$ cat src/rtl/dma_evt_pkg.sv
// Overview of operation
// RQ1 - Dest-done flag sets when dest pointer first equals the dest size.
// RQ2 - Dest-half-full flag sets when dest pointer first equals half size.
// RQ3 - Block flag sets when bytes moved equal the larger of the two sizes.
// RQ4 - Block flag also sets when a pattern match ends the transfer.
// RQ5 - Cell flag sets each time a whole cell of bytes has been moved.
// RQ6 - A hit of the abort source aborts the transfer and sets abort flag.
// RQ7 - Address-error flag sets on an invalid source or dest address.
// RQ8 - Source-done flag sets when source pointer first equals source size.
// RQ9 - Source-half flag sets when source pointer first equals half size.
// RQ10 - A flag raises the channel interrupt only while its enable is one.
// RQ11 - Flags stay set until written to zero; interrupt is OR of enabled.
`default_nettype none

package dma_evt_pkg;

    localparam int ADDR_W = 8;
    localparam int DATA_W = 32;
    localparam int PTR_W = 16;
    localparam int FLAG_W = 8;

    localparam logic [7:0] OFF_EVT_CTRL = 8'h00;
    localparam logic [7:0] OFF_SRC_START = 8'h04;

    localparam int BIT_ADDR_ERR = 0;
    localparam int BIT_ABORT = 1;
    localparam int BIT_CELL = 2;
    localparam int BIT_BLOCK = 3;
    localparam int BIT_DEST_HALF = 4;
    localparam int BIT_DEST_DONE = 5;
    localparam int BIT_SRC_HALF = 6;
    localparam int BIT_SRC_DONE = 7;
    localparam int EN_LSB = 16;
    localparam int LANE_FLAGS = 0;
    localparam int LANE_EN = 2;

    localparam logic [7:0] FLAGS_RST = 8'h00;
    localparam logic [7:0] EN_RST = 8'h00;
    localparam logic [31:0] SRC_START_RST = 32'h0000_0000;

    localparam logic [1:0] RESP_OKAY = 2'h0;
    localparam logic [1:0] RESP_SLVERR = 2'h2;

endpackage

`default_nettype wire

$ cat src/rtl/reg_access_if.sv
`timescale 1ns/1ns
`default_nettype none

interface reg_access_if;
    logic wr_stb;
    logic [7:0] wr_addr;
    logic [31:0] wr_data;
    logic [3:0] wr_strb;
    logic wr_err;
    logic rd_stb;
    logic [7:0] rd_addr;
    logic [31:0] rd_data;
    logic rd_err;

    modport bus (output wr_stb, wr_addr, wr_data, wr_strb, rd_stb, rd_addr,
                 input wr_err, rd_data, rd_err);
    modport regs (input wr_stb, wr_addr, wr_data, wr_strb, rd_stb, rd_addr,
                  output wr_err, rd_data, rd_err);
endinterface

`default_nettype wire

$ cat src/rtl/axil_reg_slave.sv
`timescale 1ns/1ns
`default_nettype none

module axil_reg_slave (
    input wire logic mclk,
    input wire logic rstn,
    input wire logic awvalid,
    output logic awready,
    input wire logic [7:0] awaddr,
    input wire logic wvalid,
    output logic wready,
    input wire logic [31:0] wdata,
    input wire logic [3:0] wstrb,
    output logic bvalid,
    input wire logic bready,
    output logic [1:0] bresp,
    input wire logic arvalid,
    output logic arready,
    input wire logic [7:0] araddr,
    output logic rvalid,
    input wire logic rready,
    output logic [31:0] rdata,
    output logic [1:0] rresp,
    reg_access_if.bus ra
);

    logic aw_got_ff, w_got_ff, rd_pend_ff;
    logic [7:0] waddr_ff, raddr_ff;
    logic [31:0] wdata_ff;
    logic [3:0] wstrb_ff;
    logic do_wr;

    // Both halves held until the response has been taken
    assign do_wr = aw_got_ff && w_got_ff && !bvalid;
    assign ra.wr_stb = do_wr;
    assign ra.wr_addr = waddr_ff;
    assign ra.wr_data = wdata_ff;
    assign ra.wr_strb = wstrb_ff;
    assign ra.rd_stb = rd_pend_ff;
    assign ra.rd_addr = raddr_ff;

    always_ff @(posedge mclk) begin
        if (!rstn) begin
            aw_got_ff <= 1'b0;
            awready <= 1'b0;
            waddr_ff <= 8'h00;
        end else begin
            if (awvalid && awready) begin
                aw_got_ff <= 1'b1;
                waddr_ff <= awaddr;
            end else if (do_wr) begin
                aw_got_ff <= 1'b0;
            end
            awready <= !(awvalid && awready) && !aw_got_ff && !bvalid;
        end
    end

    always_ff @(posedge mclk) begin
        if (!rstn) begin
            w_got_ff <= 1'b0;
            wready <= 1'b0;
            wdata_ff <= 32'h0000_0000;
            wstrb_ff <= 4'h0;
        end else begin
            if (wvalid && wready) begin
                w_got_ff <= 1'b1;
                wdata_ff <= wdata;
                wstrb_ff <= wstrb;
            end else if (do_wr) begin
                w_got_ff <= 1'b0;
            end
            wready <= !(wvalid && wready) && !w_got_ff && !bvalid;
        end
    end

    always_ff @(posedge mclk) begin
        if (!rstn) begin
            bvalid <= 1'b0;
            bresp <= dma_evt_pkg::RESP_OKAY;
        end else if (do_wr) begin
            bvalid <= 1'b1;
            bresp <= ra.wr_err ? dma_evt_pkg::RESP_SLVERR
                               : dma_evt_pkg::RESP_OKAY;
        end else if (bready) begin
            bvalid <= 1'b0;
        end
    end

    always_ff @(posedge mclk) begin
        if (!rstn) begin
            arready <= 1'b0;
            rd_pend_ff <= 1'b0;
            raddr_ff <= 8'h00;
            rvalid <= 1'b0;
            rdata <= 32'h0000_0000;
            rresp <= dma_evt_pkg::RESP_OKAY;
        end else begin
            arready <= !(arvalid && arready) && !rd_pend_ff && !rvalid;
            rd_pend_ff <= arvalid && arready;
            if (arvalid && arready) begin
                raddr_ff <= araddr;
            end
            if (rd_pend_ff) begin
                rvalid <= 1'b1;
                rdata <= ra.rd_data;
                rresp <= ra.rd_err ? dma_evt_pkg::RESP_SLVERR
                                   : dma_evt_pkg::RESP_OKAY;
            end else if (rready) begin
                rvalid <= 1'b0;
            end
        end
    end

endmodule // axil_reg_slave

`default_nettype wire

$ cat src/rtl/level_match_detect.sv
`timescale 1ns/1ns
`default_nettype none

module level_match_detect (
    input wire logic mclk,
    input wire logic rstn,
    input wire logic [15:0] count,
    input wire logic [15:0] limit,
    output logic full_hit_ff,
    output logic half_hit_ff
);

    logic full_eq, half_eq, full_eq_ff, half_eq_ff;

    assign full_eq = (count == limit);
    assign half_eq = (count == (limit >> 1));

    // Equal at reset counts as already seen, so no event fires at start
    always_ff @(posedge mclk) begin
        if (!rstn) begin
            full_eq_ff <= 1'b1;
            half_eq_ff <= 1'b1;
            full_hit_ff <= 1'b0;
            half_hit_ff <= 1'b0;
        end else begin
            full_eq_ff <= full_eq;
            half_eq_ff <= half_eq;
            full_hit_ff <= full_eq && !full_eq_ff;
            half_hit_ff <= half_eq && !half_eq_ff;
        end
    end

endmodule // level_match_detect

`default_nettype wire

$ cat src/rtl/dma_channel_event_flags.sv
// Design decisions made here: the address map and the AXI4-Lite interface to the registers.
`timescale 1ns/1ns
`default_nettype none

module dma_channel_event_flags (
    input wire logic mclk,
    input wire logic rstn,
    input wire logic awvalid,
    output logic awready,
    input wire logic [7:0] awaddr,
    input wire logic wvalid,
    output logic wready,
    input wire logic [31:0] wdata,
    input wire logic [3:0] wstrb,
    output logic bvalid,
    input wire logic bready,
    output logic [1:0] bresp,
    input wire logic arvalid,
    output logic arready,
    input wire logic [7:0] araddr,
    output logic rvalid,
    input wire logic rready,
    output logic [31:0] rdata,
    output logic [1:0] rresp,
    input wire logic [15:0] source_pointer,
    input wire logic [15:0] source_size,
    input wire logic [15:0] dest_pointer,
    input wire logic [15:0] dest_size,
    input wire logic [15:0] block_bytes,
    input wire logic [15:0] cell_bytes,
    input wire logic [15:0] cell_size,
    input wire logic pattern_match,
    input wire logic abort_source_hit,
    input wire logic source_addr_err,
    input wire logic dest_addr_err,
    output logic [31:0] source_start_address,
    output logic chan_abort,
    output logic chan_irq
);

    ////////////////////////////////////////////////////////////////////////

    function automatic logic reg_hit(input logic [7:0] addr,
                                     input logic [7:0] offset);
        reg_hit = (addr == offset);
    endfunction

    function automatic logic [15:0] larger_of(input logic [15:0] a,
                                              input logic [15:0] b);
        larger_of = (a > b) ? a : b;
    endfunction

    ////////////////////////////////////////////////////////////////////////

    reg_access_if ra ();

    logic [7:0] flags_ff;
    logic [7:0] en_ff;
    logic [31:0] src_start_ff;
    logic chan_irq_ff;
    logic chan_abort_ff;
    logic [7:0] evt_set;
    logic [15:0] block_limit;
    logic src_done_hit, src_half_hit;
    logic dest_done_hit, dest_half_hit;
    logic block_hit, cell_hit;
    logic wr_ctrl, wr_start, rd_ctrl, rd_start;
    logic flag_wr, en_wr;

    axil_reg_slave u_bus (
        .mclk(mclk),
        .rstn(rstn),
        .awvalid(awvalid),
        .awready(awready),
        .awaddr(awaddr),
        .wvalid(wvalid),
        .wready(wready),
        .wdata(wdata),
        .wstrb(wstrb),
        .bvalid(bvalid),
        .bready(bready),
        .bresp(bresp),
        .arvalid(arvalid),
        .arready(arready),
        .araddr(araddr),
        .rvalid(rvalid),
        .rready(rready),
        .rdata(rdata),
        .rresp(rresp),
        .ra(ra.bus)
    );

    ////////////////////////////////////////////////////////////////////////
    // Event detection

    level_match_detect u_src (
        .mclk(mclk),
        .rstn(rstn),
        .count(source_pointer),
        .limit(source_size),
        .full_hit_ff(src_done_hit), // [RQ8]
        .half_hit_ff(src_half_hit) // [RQ9]
    );

    level_match_detect u_dest (
        .mclk(mclk),
        .rstn(rstn),
        .count(dest_pointer),
        .limit(dest_size),
        .full_hit_ff(dest_done_hit), // [RQ1]
        .half_hit_ff(dest_half_hit) // [RQ2]
    );

    assign block_limit = larger_of(source_size, dest_size); // [RQ3]

    level_match_detect u_block (
        .mclk(mclk),
        .rstn(rstn),
        .count(block_bytes),
        .limit(block_limit),
        .full_hit_ff(block_hit), // [RQ3]
        .half_hit_ff()
    );

    level_match_detect u_cell (
        .mclk(mclk),
        .rstn(rstn),
        .count(cell_bytes),
        .limit(cell_size),
        .full_hit_ff(cell_hit), // [RQ5]
        .half_hit_ff()
    );

    always_comb begin
        evt_set = dma_evt_pkg::FLAGS_RST;
        evt_set[dma_evt_pkg::BIT_SRC_DONE] = src_done_hit; // [RQ8]
        evt_set[dma_evt_pkg::BIT_SRC_HALF] = src_half_hit; // [RQ9]
        evt_set[dma_evt_pkg::BIT_DEST_DONE] = dest_done_hit; // [RQ1]
        evt_set[dma_evt_pkg::BIT_DEST_HALF] = dest_half_hit; // [RQ2]
        // Pattern match ends the block early
        evt_set[dma_evt_pkg::BIT_BLOCK] = block_hit || pattern_match; // [RQ4]
        evt_set[dma_evt_pkg::BIT_CELL] = cell_hit; // [RQ5]
        evt_set[dma_evt_pkg::BIT_ABORT] = abort_source_hit; // [RQ6]
        evt_set[dma_evt_pkg::BIT_ADDR_ERR] =
            source_addr_err || dest_addr_err; // [RQ7]
    end

    ////////////////////////////////////////////////////////////////////////
    // Register decode

    assign wr_ctrl = ra.wr_stb && reg_hit(ra.wr_addr, dma_evt_pkg::OFF_EVT_CTRL);
    assign wr_start = ra.wr_stb
                      && reg_hit(ra.wr_addr, dma_evt_pkg::OFF_SRC_START);
    assign rd_ctrl = reg_hit(ra.rd_addr, dma_evt_pkg::OFF_EVT_CTRL);
    assign rd_start = reg_hit(ra.rd_addr, dma_evt_pkg::OFF_SRC_START);
    assign flag_wr = wr_ctrl && ra.wr_strb[dma_evt_pkg::LANE_FLAGS];
    assign en_wr = wr_ctrl && ra.wr_strb[dma_evt_pkg::LANE_EN];
    assign ra.wr_err = !reg_hit(ra.wr_addr, dma_evt_pkg::OFF_EVT_CTRL)
                       && !reg_hit(ra.wr_addr, dma_evt_pkg::OFF_SRC_START);
    assign ra.rd_err = !rd_ctrl && !rd_start;

    always_comb begin
        ra.rd_data = 32'h0000_0000;
        if (rd_ctrl) begin
            ra.rd_data[dma_evt_pkg::FLAG_W-1:0] = flags_ff;
            ra.rd_data[dma_evt_pkg::EN_LSB +: dma_evt_pkg::FLAG_W] = en_ff;
        end else if (rd_start) begin
            ra.rd_data = src_start_ff;
        end
    end

    ////////////////////////////////////////////////////////////////////////
    // Sticky flags: a zero written clears, a same-cycle event wins

    always_ff @(posedge mclk) begin
        if (!rstn) begin
            flags_ff <= dma_evt_pkg::FLAGS_RST;
        end else if (flag_wr) begin
            flags_ff <= (flags_ff & ra.wr_data[dma_evt_pkg::FLAG_W-1:0])
                        | evt_set; // [RQ11]
        end else begin
            flags_ff <= flags_ff | evt_set; // [RQ11]
        end
    end

    always_ff @(posedge mclk) begin
        if (!rstn) begin
            en_ff <= dma_evt_pkg::EN_RST;
        end else if (en_wr) begin
            en_ff <= ra.wr_data[dma_evt_pkg::EN_LSB +: dma_evt_pkg::FLAG_W];
        end
    end

    // Each byte lane written on its own
    always_ff @(posedge mclk) begin
        if (!rstn) begin
            src_start_ff <= dma_evt_pkg::SRC_START_RST;
        end else if (wr_start) begin
            for (int i = 0; i < 4; i++) begin
                if (ra.wr_strb[i]) begin
                    src_start_ff[8*i +: 8] <= ra.wr_data[8*i +: 8];
                end
            end
        end
    end

    ////////////////////////////////////////////////////////////////////////
    // Interrupt and abort outputs

    always_ff @(posedge mclk) begin
        if (!rstn) begin
            chan_irq_ff <= 1'b0;
        end else begin
            chan_irq_ff <= |(flags_ff & en_ff); // [RQ10] [RQ11]
        end
    end

    // Abort to the transfer engine: abort_source_hit delayed one cycle, high as long as it is
    always_ff @(posedge mclk) begin
        if (!rstn) begin
            chan_abort_ff <= 1'b0;
        end else begin
            chan_abort_ff <= abort_source_hit; // [RQ6]
        end
    end

    assign chan_irq = chan_irq_ff;
    assign chan_abort = chan_abort_ff;
    assign source_start_address = src_start_ff;
endmodule // dma_channel_event_flags

`default_nettype wire

$ cat config.mk
export PLATFORM = sky130hd
export DESIGN_NAME = dma_channel_event_flags
export DESIGN_NICKNAME = d
export VERILOG_FILES = /design/src/rtl/dma_evt_pkg.sv /design/src/rtl/reg_access_if.sv /design/src/rtl/axil_reg_slave.sv /design/src/rtl/level_match_detect.sv /design/src/rtl/dma_channel_event_flags.sv
export SDC_FILE = /design/constraint.sdc
export NUM_CORES = 1
export LEC_CHECK = 0
export BUFFER_PORTS_ARGS = -buffer_cell sky130_fd_sc_hd__buf_2
export CELL_PAD_IN_SITES_DETAIL_PLACEMENT = 0
export CELL_PAD_IN_SITES_GLOBAL_PLACEMENT = 1
export CORE_MARGIN = 5
export CORE_UTILIZATION = 39
export CTS_CLUSTER_SIZE = 25
export DETAILED_ROUTE_END_ITERATION = 8
export GPL_TIMING_DRIVEN = 0
export HOLD_SLACK_MARGIN = 0.08
export PLACE_DENSITY_LB_ADDON = 0.08
export SETUP_SLACK_MARGIN = 0.05
export SYNTH_ARGS = -nofsm -noshare
export SYNTH_HDL_FRONTEND = slang
export SYNTH_SLANG_ARGS = --single-unit
$ cat constraint.sdc
create_clock -name mclk -period 3.9 [get_ports mclk]
set_input_delay 0.39 -clock mclk [delete_from_list [all_inputs] [get_ports mclk]]
set_output_delay 0.39 -clock mclk [all_outputs]
set_load 0.01 [all_outputs]
== After elaboration in Yosys (flattened, before gate mapping) ==
Index checks and enable logic that the tools add are counted.

* Order comparisons: 1
* Eq/ne operators: 8
* Muxes and demuxes: 16
* Bitwise operators: 4
* Reductions and logical operators: 54

{| class="wikitable"
|+ Operators by type and width
! kind !! number
|-
| 16-bit equality test || 4
|-
| 8-bit 2-to-1 mux || 5
|-
| 16-bit by 15-bit equality test with 1-bit output || 2
|-
| 32-bit 2-to-1 mux || 1
|-
| 1-bit logical AND || 23
|-
| 1-bit logical NOT || 18
|-
| 8-bit AND || 2
|-
| 8-bit by 3-bit equality test with 1-bit output (second input constant) || 2
|-
| 16-bit > comparator || 1
|-
| 8-bit logical NOT || 2
|-
| 16-bit 2-to-1 mux || 1
|-
| 8-bit OR || 2
|-
| 2-bit AND reduction || 4
|-
| 2-bit nonzero test || 4
|-
| 8-bit OR reduction || 1
|-
| 1-bit 2-to-1 mux || 7
|-
| 2-bit 2-to-1 mux || 2
|-
| 1-bit logical OR || 2
|}

* Register bits after elaboration: 158
* Input bits: 175
* Output and inout port bits: 75
* Word-level logic and storage cells: 118

== Logic depth before layout (Yosys ltp) ==
Gate-level depths: netlist of the first run.

* Word-level depth: 5
* Gate-level depth with buffers: 9
* Depth with buffers taken out: 9

== Modules after synthesis ==
A second synthesis of the first run with hierarchy kept.

* Cell total of the unflattened synthesis: 971
* Area total of the unflattened synthesis: 8,640.8 um^2

{| class="wikitable"
|+ Modules (own cells, without submodules)
! module !! instances !! cells each !! area an instance (um^2) !! seq. area each (um^2)
|-
| axil_reg_slave || 1 || 368 || 3,681.0 || 1,881.8
|-
| dma_channel_event_flags || 1 || 399 || 3,178.0 || 1,001.0
|-
| level_match_detect || 4 || 51 || 445.4 || 80.1
|}

== Worst setup path before layout of the first run ==
No wires, ideal clock.

* Kind: input to register
* Start: input port dest_size[1]
* End: register u_block.full_eq_ff
* Setup time: 134 ps
* Arrival: 2,060 ps
* Data required time: 3,766 ps
* Slack: 1,707 ps
* Cell stages on the path: 9
* Path buffers: 0
* Cell sequence: inv_1 ha_1 nor2b_1 o211ai_1 a2111o_1 a31oi_4 mux2_4 o21ai_2 o31ai_1

* Longest elaborated chain between the ends: 3

{| class="wikitable"
|+ RTL lines
! what !! RTL line !! RTL
|-
| from (decl) || dma_channel_event_flags.sv:28 || <nowiki>input wire logic [15:0] dest_size,</nowiki>
|-
| 16-bit > comparator || dma_channel_event_flags.sv:50 || <nowiki>larger_of = (a > b) ? a : b;</nowiki>
|-
| 16-bit 2-to-1 mux * || dma_channel_event_flags.sv:50 ||
|-
| 16-bit equality test * || level_match_detect.sv:15 || <nowiki>assign full_eq = (count == limit);</nowiki>
|-
| to (signal assigned) || level_match_detect.sv:26 || <nowiki>full_eq_ff <= full_eq;</nowiki>
|-
| to (decl) || level_match_detect.sv:13 || <nowiki>logic full_eq, half_eq, full_eq_ff, half_eq_ff;</nowiki>
|}

Mark *: on every way between the ends. The rest lies on a longest branch, timed or not.
A chain may end at the register's enable or synchronous reset.

== Final worst setup path of the first run ==
* Start: register u_bus.waddr_ff[7] (netlist: u_bus.ra.wr_addr[7])
* End: register flags_ff[3]

* Longest elaborated chain between the ends: 4

{| class="wikitable"
|+ RTL lines
! what !! RTL line !! RTL
|-
| from (decl) || axil_reg_slave.sv:28 || <nowiki>logic [7:0] waddr_ff, raddr_ff;</nowiki>
|-
| from (signal assigned) || axil_reg_slave.sv:50 || <nowiki>waddr_ff <= awaddr;</nowiki>
|-
| 8-bit logical NOT || dma_channel_event_flags.sv:45 || <nowiki>reg_hit = (addr == offset);</nowiki>
|-
| 1-bit logical AND || dma_channel_event_flags.sv:151 || <nowiki>assign wr_ctrl = ra.wr_stb && reg_hit(ra.wr_addr, dma_evt_pkg::OFF_EVT_CTRL);</nowiki>
|-
| 1-bit logical AND || dma_channel_event_flags.sv:156 || <nowiki>assign flag_wr = wr_ctrl && ra.wr_strb[dma_evt_pkg::LANE_FLAGS];</nowiki>
|-
| 8-bit 2-to-1 mux || dma_channel_event_flags.sv:178 || <nowiki>end else if (flag_wr) begin</nowiki>
|-
| to (signal assigned) || dma_channel_event_flags.sv:177 || <nowiki>flags_ff <= dma_evt_pkg::FLAGS_RST;</nowiki>
|-
| to (signal assigned) || dma_channel_event_flags.sv:179 || <nowiki>flags_ff <= (flags_ff & ra.wr_data[dma_evt_pkg::FLAG_W-1:0])</nowiki>
|-
| to (signal assigned) || dma_channel_event_flags.sv:182 || <nowiki>flags_ff <= flags_ff | evt_set;</nowiki>
|-
| to (decl) || dma_channel_event_flags.sv:57 || <nowiki>logic [7:0] flags_ff;</nowiki>
|}

No other way between the ends.

==> results.txt, run 1 <==
The flow ran to the end, and the final reports show no timing, DRC or antenna violations. The average cell area after synthesis is 8.23 um2. The worst hold path begins at awaddr[4]. The top-level I/O count came out at 250. The highest clock frequency the design can meet is 0.453 GHz. Yosys printed 0 warnings. The initial antenna violation count is 4. For the pin with the worst max-slew slack, the measured transition is 0.757 ns. Measured against its own limit, the worst slew margin works out to 49.5%. Net switching is 26.9% of the power. The number of hold violations in the final report came to 0. The maximum vdd drop is 0.000325 V. After clock tree synthesis, the clock-pin slew on the worst setup and hold paths is 0.07 ns.

The sequential cell fraction of total power came out at 45.9%. The critical path required time is 4.19 ns. The slowest stage of the critical path belongs to the cell sky130_fd_sc_hd__nor4_1. In this run the number of H-tree levels came out at 4.

The worst setup slack for register-to-register paths is 1.69 ns. The number of clock buffers inserted by TritonCTS came out at 17. In this run the critical register-to-register path is launched from u_bus.ra.wr_addr[7]$_SDFFE_PN0P_. The maximum number of pins on one net before global-route repair is 17.

The clock arrives with 0.0149 ns of skew. The number of cells on the worst reg-to-reg path is 8. Across all layers, the routed design uses 6825 vias. The signal on the critical path passes through nor4_1 -> nand2_1 -> nor4_1 -> nor2b_1 -> buf_2 -> nand2_1 -> o21ai_0 -> a21oi_1. The post-route non-filler standard cell count is 1377. The area of the core came out at 0.0180 mm2.

The number of clock sinks came out at 156. The residual overflow from global routing came out at 0. STA puts the critical path data arrival time at 2.50 ns. The maximum fanout count along the critical path came out at 10. For this design, the CTS-stage hold fixing added 0 buffers. The via count of the first global-routing pass came out at 7045. The number of failing setup endpoints in the final timing report came out at 0.

The via-per-instance ratio is 4.96. The starting density of the core came out at 39.6%. The count of unresolved DRC violations after routing is 0. For the final routed database, the setup TNS stands at 0 ns. The type of the setup path with the least slack is flop to flop. The library cells used most frequently in the layout, excluding fill and tap cells, are sky130_fd_sc_hd__buf_2 (255), sky130_fd_sc_hd__nand2_1 (165), sky130_fd_sc_hd__dfxtp_1 (156).

The area share of the largest cell type after synthesis came out at 43.7%. The final-stage net count came out at 1326. The clock latency on the worst-skew pair is 0.43 ns.

The proportion of layout cells with a drive suffix above 1 came out at 25.8%. The number of gates resized after CTS was 0. In the global route stage, overall resource usage came out at 20.9%. Summing all placed instances gives a cell area of 0.00867 mm2. After synthesis the netlist holds a flip-flop and latch count of 156. Setup repair after global routing left no endpoint under its margin. The final RePlAce weighted congestion came out at 0.896. The sequential fraction of the synthesis area came out at 43.7%. The wire-length estimate of the detail-placed layout is 18.3 mm. The largest buffer count on any clock path came out at 2.

The number of distinct library cells after synthesis is 41. The buffering stage count on the worst path with inverters included came out at 1. The internal power of the cells totals 2640 uW. The biggest cell delay along the critical path came out at 0.35 ns. The biggest area contributor in the post-synthesis netlist is sky130_fd_sc_hd__dfxtp_1. The post-synthesis instance total came out at 868. The path with the worst hold slack has its endpoint at u_bus.ra.wr_addr[4]$_SDFFE_PN0P_. The number of port buffers is 247.

The area of the die came out at 0.0211 mm2. The post-synthesis to final-layout area growth came out at 29.0%. The number of cells on the worst hold path came out at 3.

In this run the critical register-to-register path is captured at flags_ff[3]$_SDFF_PN0_. The overall routed net length came out at 22.4 mm. The kind of capture point of the worst setup path is a flop. The max-slew violation count came out at 0. The post-CTS setup-driven buffer insertion count is 0.

Max-cap violations in this run came to 0. The path class of the tightest hold or removal check is input port to flop. Combinational cells account for 12.0% of the total power.

Leaving out fill and tap cells, the most frequent cell in the layout is sky130_fd_sc_hd__buf_2. For the finished layout, the period the worst path requires is 2.21 ns. In this run the power density over the cells is 392 mW/mm2. The standard-cell row count is 49. The worst setup margin is 1.69 ns. The share of total power in the clock network came out at 42.2%. Timing analysis after detailed placement gives a worst setup slack of 1.30 ns.

CTS placed an instance of sky130_fd_sc_hd__clkbuf_16 at the clock tree root. The worst path uses 56.6% of the clock period. Summed over all nets, the switching power comes to 972 uW. The cell family contributing the most delay on the critical path is simple AND/OR/NAND/NOR gates. The analysis attributes to cell leakage a power of 0.00391 uW. The critical path launch point type is a flop. The residual antenna-violating net count after detailed routing is 0. The DRC marker count from the first detailed-route iteration came out at 315. The total placed cells including tap cells came out at 1345.

The post-route cell area came out at 0.00921 mm2. The routed wire length per instance is 16.3 um. The floorplan die width is 145 um.

The CTS tree is yes. In this run the vertical extent of the chip is 145 um. Yosys attributes the largest share of cell area to sky130_fd_sc_hd__dfxtp_1 (44%), sky130_fd_sc_hd__xor2_1 (11%), sky130_fd_sc_hd__a21oi_1 (8.9%).

The mapped cell area came out at 0.00714 mm2. The number of search-and-repair iterations in the first detailed-routing pass came out at 4. The global-route wire length before repair came out at 36.0 mm.
[synthesized netlist by cell type (all sizes together)]
library cell  count
a2111o            1
a211oi            1
a21oi           127
a221oi            1
a22oi            20
a2bb2oi           1
a31oi             1
a41oi             1
and2              5
and3              1
and3b             1
buf              13
clkbuf           32
conb              1
dfxtp           156
ha               16
inv              29
mux2              1
mux2i            18
nand2           165
nand2b            3
nand3            42
nand4            12
nor2             57
nor2b             2
nor3              7
nor4             30
o211a             1
o211ai            1
o21a              1
o21ai            14
o22ai             1
o31ai             1
xnor2            15
xor2             90
[state kept, by name, summed over array words and instances, names as in the netlist, 4 cells and up]
signal	flops
en_ff	8
flags_ff	8
source_start_address	32
u_bus.ra.rd_addr	8
u_bus.ra.wr_addr	8
u_bus.ra.wr_data	32
u_bus.ra.wr_strb	4
u_bus.rdata	32
[area by class of cell]
class | instances | area, um2
fill | 1842 | 8820
multi-input combinational | 639 | 3720
sequential | 156 | 3120
timing repair buffer | 247 | 1240
clock buffer | 18 | 429
tap | 229 | 287
buffer | 45 | 186
clock inverter | 13 | 110
inverter | 29 | 109
antenna | 1 | 2.50
[metal layers]
| metal | wire length (um) | GRT usage [%] | vias to the layer above |
|---|---|---|---|
| met5 | 41 | 0 | - |
| met4 | 333 | 5.78 | 6 |
| met3 | 1700 | 6.45 | 26 |
| met2 | 10600 | 35.4 | 249 |
| met1 | 9750 | 25.9 | 3062 |
| li1 | - | - | 3482 |
[power groups by stage]
stage | combinational (uW) | clock (uW) | sequential, uW
3_3_place_gp | 434 | 0 | 1690
2_1_floorplan | 229 | 0 | 1690
6_report | 433 | 1520 | 1660
4_1_cts | 439 | 1550 | 1660
5_1_grt | 485 | 1620 | 1660
3_5_place_dp | 437 | 0 | 1690
[metrics by stage]
stage               hold slack (ns)  power (uW)  utilization [%]
floorplan                     0.368        1920                -
global placement              0.375        2130             48.1
detailed placement            0.381        2130             48.1
CTS                           0.182        3650             51.1
global route                  0.182        3770             51.1
finish                        0.194        3610             51.1
[worst max path at each step]
stage,start,to,slack [ns],cells past startpoint
floorplan,dest_size[1],u_block.full_eq_ff$_SDFF_PN1_,1.71,9
global placement,dest_size[11],u_block.full_eq_ff$_SDFF_PN1_,1.29,9
detailed placement,dest_size[11],u_block.full_eq_ff$_SDFF_PN1_,1.30,9
CTS,u_bus.ra.wr_addr[7]$_SDFFE_PN0P_,flags_ff[3]$_SDFF_PN0_,1.67,8
global route,u_bus.bvalid$_SDFFE_PN0P_,flags_ff[3]$_SDFF_PN0_,1.45,8
finish,u_bus.ra.wr_addr[7]$_SDFFE_PN0P_,flags_ff[3]$_SDFF_PN0_,1.69,8
[worst reg2reg max path, delay by kind of cell (launching register included)]
family	cells	cell delay [ns]
AND/OR/NAND/NOR	5	1.15
AO/OA/AOI/OAI	2	0.34
flip-flops	1	0.32
buffers and inverters	1	0.25
[cell families (layout without fill, tap and decap cells)]
logic type	Yosys count	after routing	synth area share (%)
other cells	1	3	0.0525
xor+xnor	105	105	12.9
fa+ha+maj	16	16	2.80
flops	156	156	43.7
buf+inv	74	352	4.14
compound gates	172	172	13.5
mux	19	19	2.73
simple gates	325	325	20.1
No activity file was read; power rests on OpenSTA's default activity.
==> run 2: changes to the inputs <==
Settings changed: CORE_UTILIZATION 39 to 32.
Clock period 3.9 ns to 1.8 ns, I/O delays scaled along.
==> run 2 against run 1 <==
Against the previous run:
- via count grew 4.7%
- first-iteration DRC count shrank 23%
- core utilization shrank 2.9 points
- final cell count grew 8.7%
- critical endpoint is now u_block.full_hit_ff$_SDFF_PN0_
- largest cell class unchanged
- highest routed layer is now met4
==> results.txt, run 2 (synthesized netlist as in run 1, its figures left out) <==
The run finished with clean final reports. The critical path in this run is classified as input port to flop. The standard-cell row count came to 54 (+10%). The worst setup path is captured at a flop.

The number of search-and-repair iterations in the first detailed-routing pass is 5 (+1). The worst relative slew slack came out at 47.4% (-2.2 points). The max-slew violation count came out at 0 (unchanged).

The number of port buffers is 247 (unchanged). The aggregate global-route resource usage is 19.5% (-1.4 points). The number of failing setup endpoints in the final timing report is 0 (unchanged).

The count of filler cells inserted in the layout came to 2232 (+21%). The number of hold violations in the final report is 0 (unchanged). The floorplan die width is 159 um (+9.7%).

The biggest cell delay along the critical path came out at 0.46 ns (+0.11 ns). The via-per-instance ratio is 4.77 (-3.7%). The count of unresolved DRC violations after routing came out at 0 (unchanged).

The tree is rooted in a sky130_fd_sc_hd__clkbuf_16. The critical path goes through buf_12 -> ha_4 -> nor2b_4 -> o211ai_1 -> a2111o_1 -> a31oi_4 -> mux2i_2 -> o21ai_4 -> nor4_2. The vertical die dimension is 159 um (+9.7%). The top-level I/O count came out at 250 (unchanged). The via count of the first global-routing pass is 7186 (+2.0%). The slew of the pin with the lowest slew margin is 0.790 ns (+0.0325 ns). The worst register-to-register path begins at u_bus.bvalid$_SDFFE_PN0P_. The buffering stage count on the worst path with inverters included was 1 (unchanged). The area of the die was 0.0254 mm2 (+20%). The total power is 8410 uW (+130%). The initial antenna violation count is 0 (-4). Setup repair after global routing could not meet its margin everywhere. The starting density of the core is 32.6% (-7.0 points). The number of maximum-capacitance constraint violations was 0 (unchanged). The residual overflow from global routing came out at 0 (unchanged). The number of clock buffers inserted by TritonCTS came out at 17 (unchanged). The power per cell area is 797 mW/mm2 (+100%). The start point of the worst min-delay path is source_pointer[15]. The logic depth of the worst register-to-register path is 8 (unchanged). The clock transition at the registers of the reported paths came out at 0.06 ns (about the same). The area of the core was 0.0219 mm2 (+21%).

The CTS tree is yes. The worst hold-check slack is 0.0966 ns (-0.0973 ns). The number of cells on the worst hold path came out at 4 (+1). STA classifies the critical path startpoint as an input port. The worst path needs 1.77 ns of the cycle, external delays included. The worst setup slack for register-to-register paths came out at 0.04 ns (-1.65 ns).

The overall routed net length came to 25.5 mm (+14%). The antenna cell count is 0 (-1). The placed wire-length estimate after detailed placement was 19.8 mm (+8.2%). The via count came to 7147 (+4.7%). The setup skew after layout is 0.00550 ns (-0.00945 ns). The DRC marker count from the first detailed-route iteration is 243 (-23%). The clock latency on the worst-skew pair was 0.42 ns (about the same). The share of the cycle needed by the critical path after routing came out at 98.6%.

The highest clock frequency the design can meet is 0.563 GHz. Leaving out fill and tap cells, the most frequent cell in the layout is sky130_fd_sc_hd__buf_2. The worst reg2reg path endpoint is source_start_address[12]$_SDFFE_PN0P_. For hold timing, the worst endpoint is u_src.half_hit_ff$_SDFF_PN0_. The proportion of layout cells with a drive suffix above 1 came out at 31.2% (+5.4 points). Grouping stages by cell kind, the critical path spends the most delay in compound AO/OA/AOI/OAI gates. The residual antenna-violating net count after detailed routing came out at 0 (unchanged). The maximum vdd drop was 0.000554 V (+70%). The global-route wire length before repair came out at 39.5 mm (+10%). The maximum level of the CTS H-tree is 4 (unchanged). The number of clock sinks came out at 156 (unchanged). The cell leakage power is 0.00436 uW (+11%).

The worst setup margin is 0.0253 ns (-1.67 ns). The number of stages on the worst setup path was 9 (+1). The final RePlAce weighted congestion came to 0.830 (-7.4%). The maximum number of pins on one net before global-route repair was 17 (unchanged).

The final-stage net count came out at 1396 (+5.3%). The post-placement setup slack is -0.487 ns (-1.79 ns). The post-synthesis to final-layout area growth is 47.9%. The signal arrival time at the worst endpoint is 2.10 ns (-0.40 ns). The slowest stage of the critical path is the sky130_fd_sc_hd__a2111o_1 cell.

The routed wire length per instance came out at 17.0 um (+4.6%). The path class of the tightest hold or removal check is input port to flop. In the layout the commonest cells are sky130_fd_sc_hd__buf_2 (236), sky130_fd_sc_hd__dfxtp_1 (153), sky130_fd_sc_hd__nand2_1 (152). The largest buffer count on any clock path is 2 (unchanged). The critical path required time came out at 2.13 ns (-2.06 ns). The maximum fanout count along the critical path was 5 (-5).
## run 2: cell types whose count changed in the layout (fill, tap and decap cells not counted), moves of 9 or more
cell / delta
sky130_fd_sc_hd__a21oi_1: -10
sky130_fd_sc_hd__ha_4: +10
sky130_fd_sc_hd__dlygate4sd3_1: +60
sky130_fd_sc_hd__ha_1: -11
sky130_fd_sc_hd__a21oi_2: +10
sky130_fd_sc_hd__buf_2: -19
sky130_fd_sc_hd__nand2_2: +9
sky130_fd_sc_hd__buf_4: +20
sky130_fd_sc_hd__nand2_1: -13
## run 2: worst reg2reg max path, delay by kind of cell, from the launching register on
kind | cells | cell delay [ns]
and+or+nand+nor | 6 | 1.07
DFF | 1 | 0.34
buffers and inverters | 1 | 0.16
AOI/OAI and AO/OA | 1 | 0.06
## run 2: power by group
part	leakage (uW)	switching, uW	total [uW]	internal (uW)
Sequential	0.00127	69.8	3610	3540
Clock	0.000273	1470	3640	2170
Combinational	0.00282	611	1160	552
Total	0.00436	2150	8410	6260
## run 2: how the worst max path moves through the flow
stage | start | endpoint | slack [ns]
2_1_floorplan | dest_size[1] | u_block.full_eq_ff$_SDFF_PN1_ | -0.13
3_3_place_gp | dest_size[9] | u_block.full_eq_ff$_SDFF_PN1_ | -0.49
3_5_place_dp | dest_size[1] | u_block.full_eq_ff$_SDFF_PN1_ | -0.49
4_1_cts | dest_size[1] | u_block.full_eq_ff$_SDFF_PN1_ | 0.01
5_1_grt | u_bus.ra.wr_addr[7]$_SDFFE_PN0P_ | source_start_address[17]$_SDFFE_PN0P_ | -0.07
6_report | source_size[1] | u_block.full_hit_ff$_SDFF_PN0_ | 0.03
## run 2: routing by layer
layer | track usage [%] | routed length (um) | vias to the layer above
li1 | - | - | 3626
met1 | 26.4 | 11900 | 3310
met2 | 31.2 | 11700 | 188
met3 | 4.87 | 1520 | 23
met4 | 5.39 | 456 | 0
met5 | 0 | 0 | -
## run 2: cell type report
class	count	area [um2]	area share [%]
Clock buffer	17	425	4.03
Buffer	44	241	2.29
Sequential cell	156	3130	29.6
Clock inverter	14	171	1.62
Multi-Input combinational cell	639	4110	39.0
Inverter	29	116	1.10
Timing Repair Buffer	318	2010	19.0
Tap cell	280	350	3.32
## run 2: what timing repair did
action | in CTS | in global routing
endpoints found under the hold margin | 59 | 0
gates resized for setup | 73 | 64
endpoints found under the setup margin | 95 | 86
gates cloned | 1 | 0
buffers inserted | 7 | 3
hold buffers | 60 | 0
pin swaps | 9 | 19
## run 2: stage by stage
| stage | cell area, um2 | utilization [%] | setup TNS, ns | instances |
|---|---|---|---|---|
| 4_1_cts | 10300 | 47.2 | 0 | 1495 |
| 6_report | 10600 | 48.2 | 0 | 1497 |
| 3_3_place_gp | 8770 | 40.1 | -20.18 | 1396 |
| 3_5_place_dp | 8770 | 40.1 | -21.07 | 1396 |
| 5_1_grt | 10600 | 48.2 | -1.87 | 1497 |
| 2_1_floorplan | 7190 | - | -0.225 | 869 |
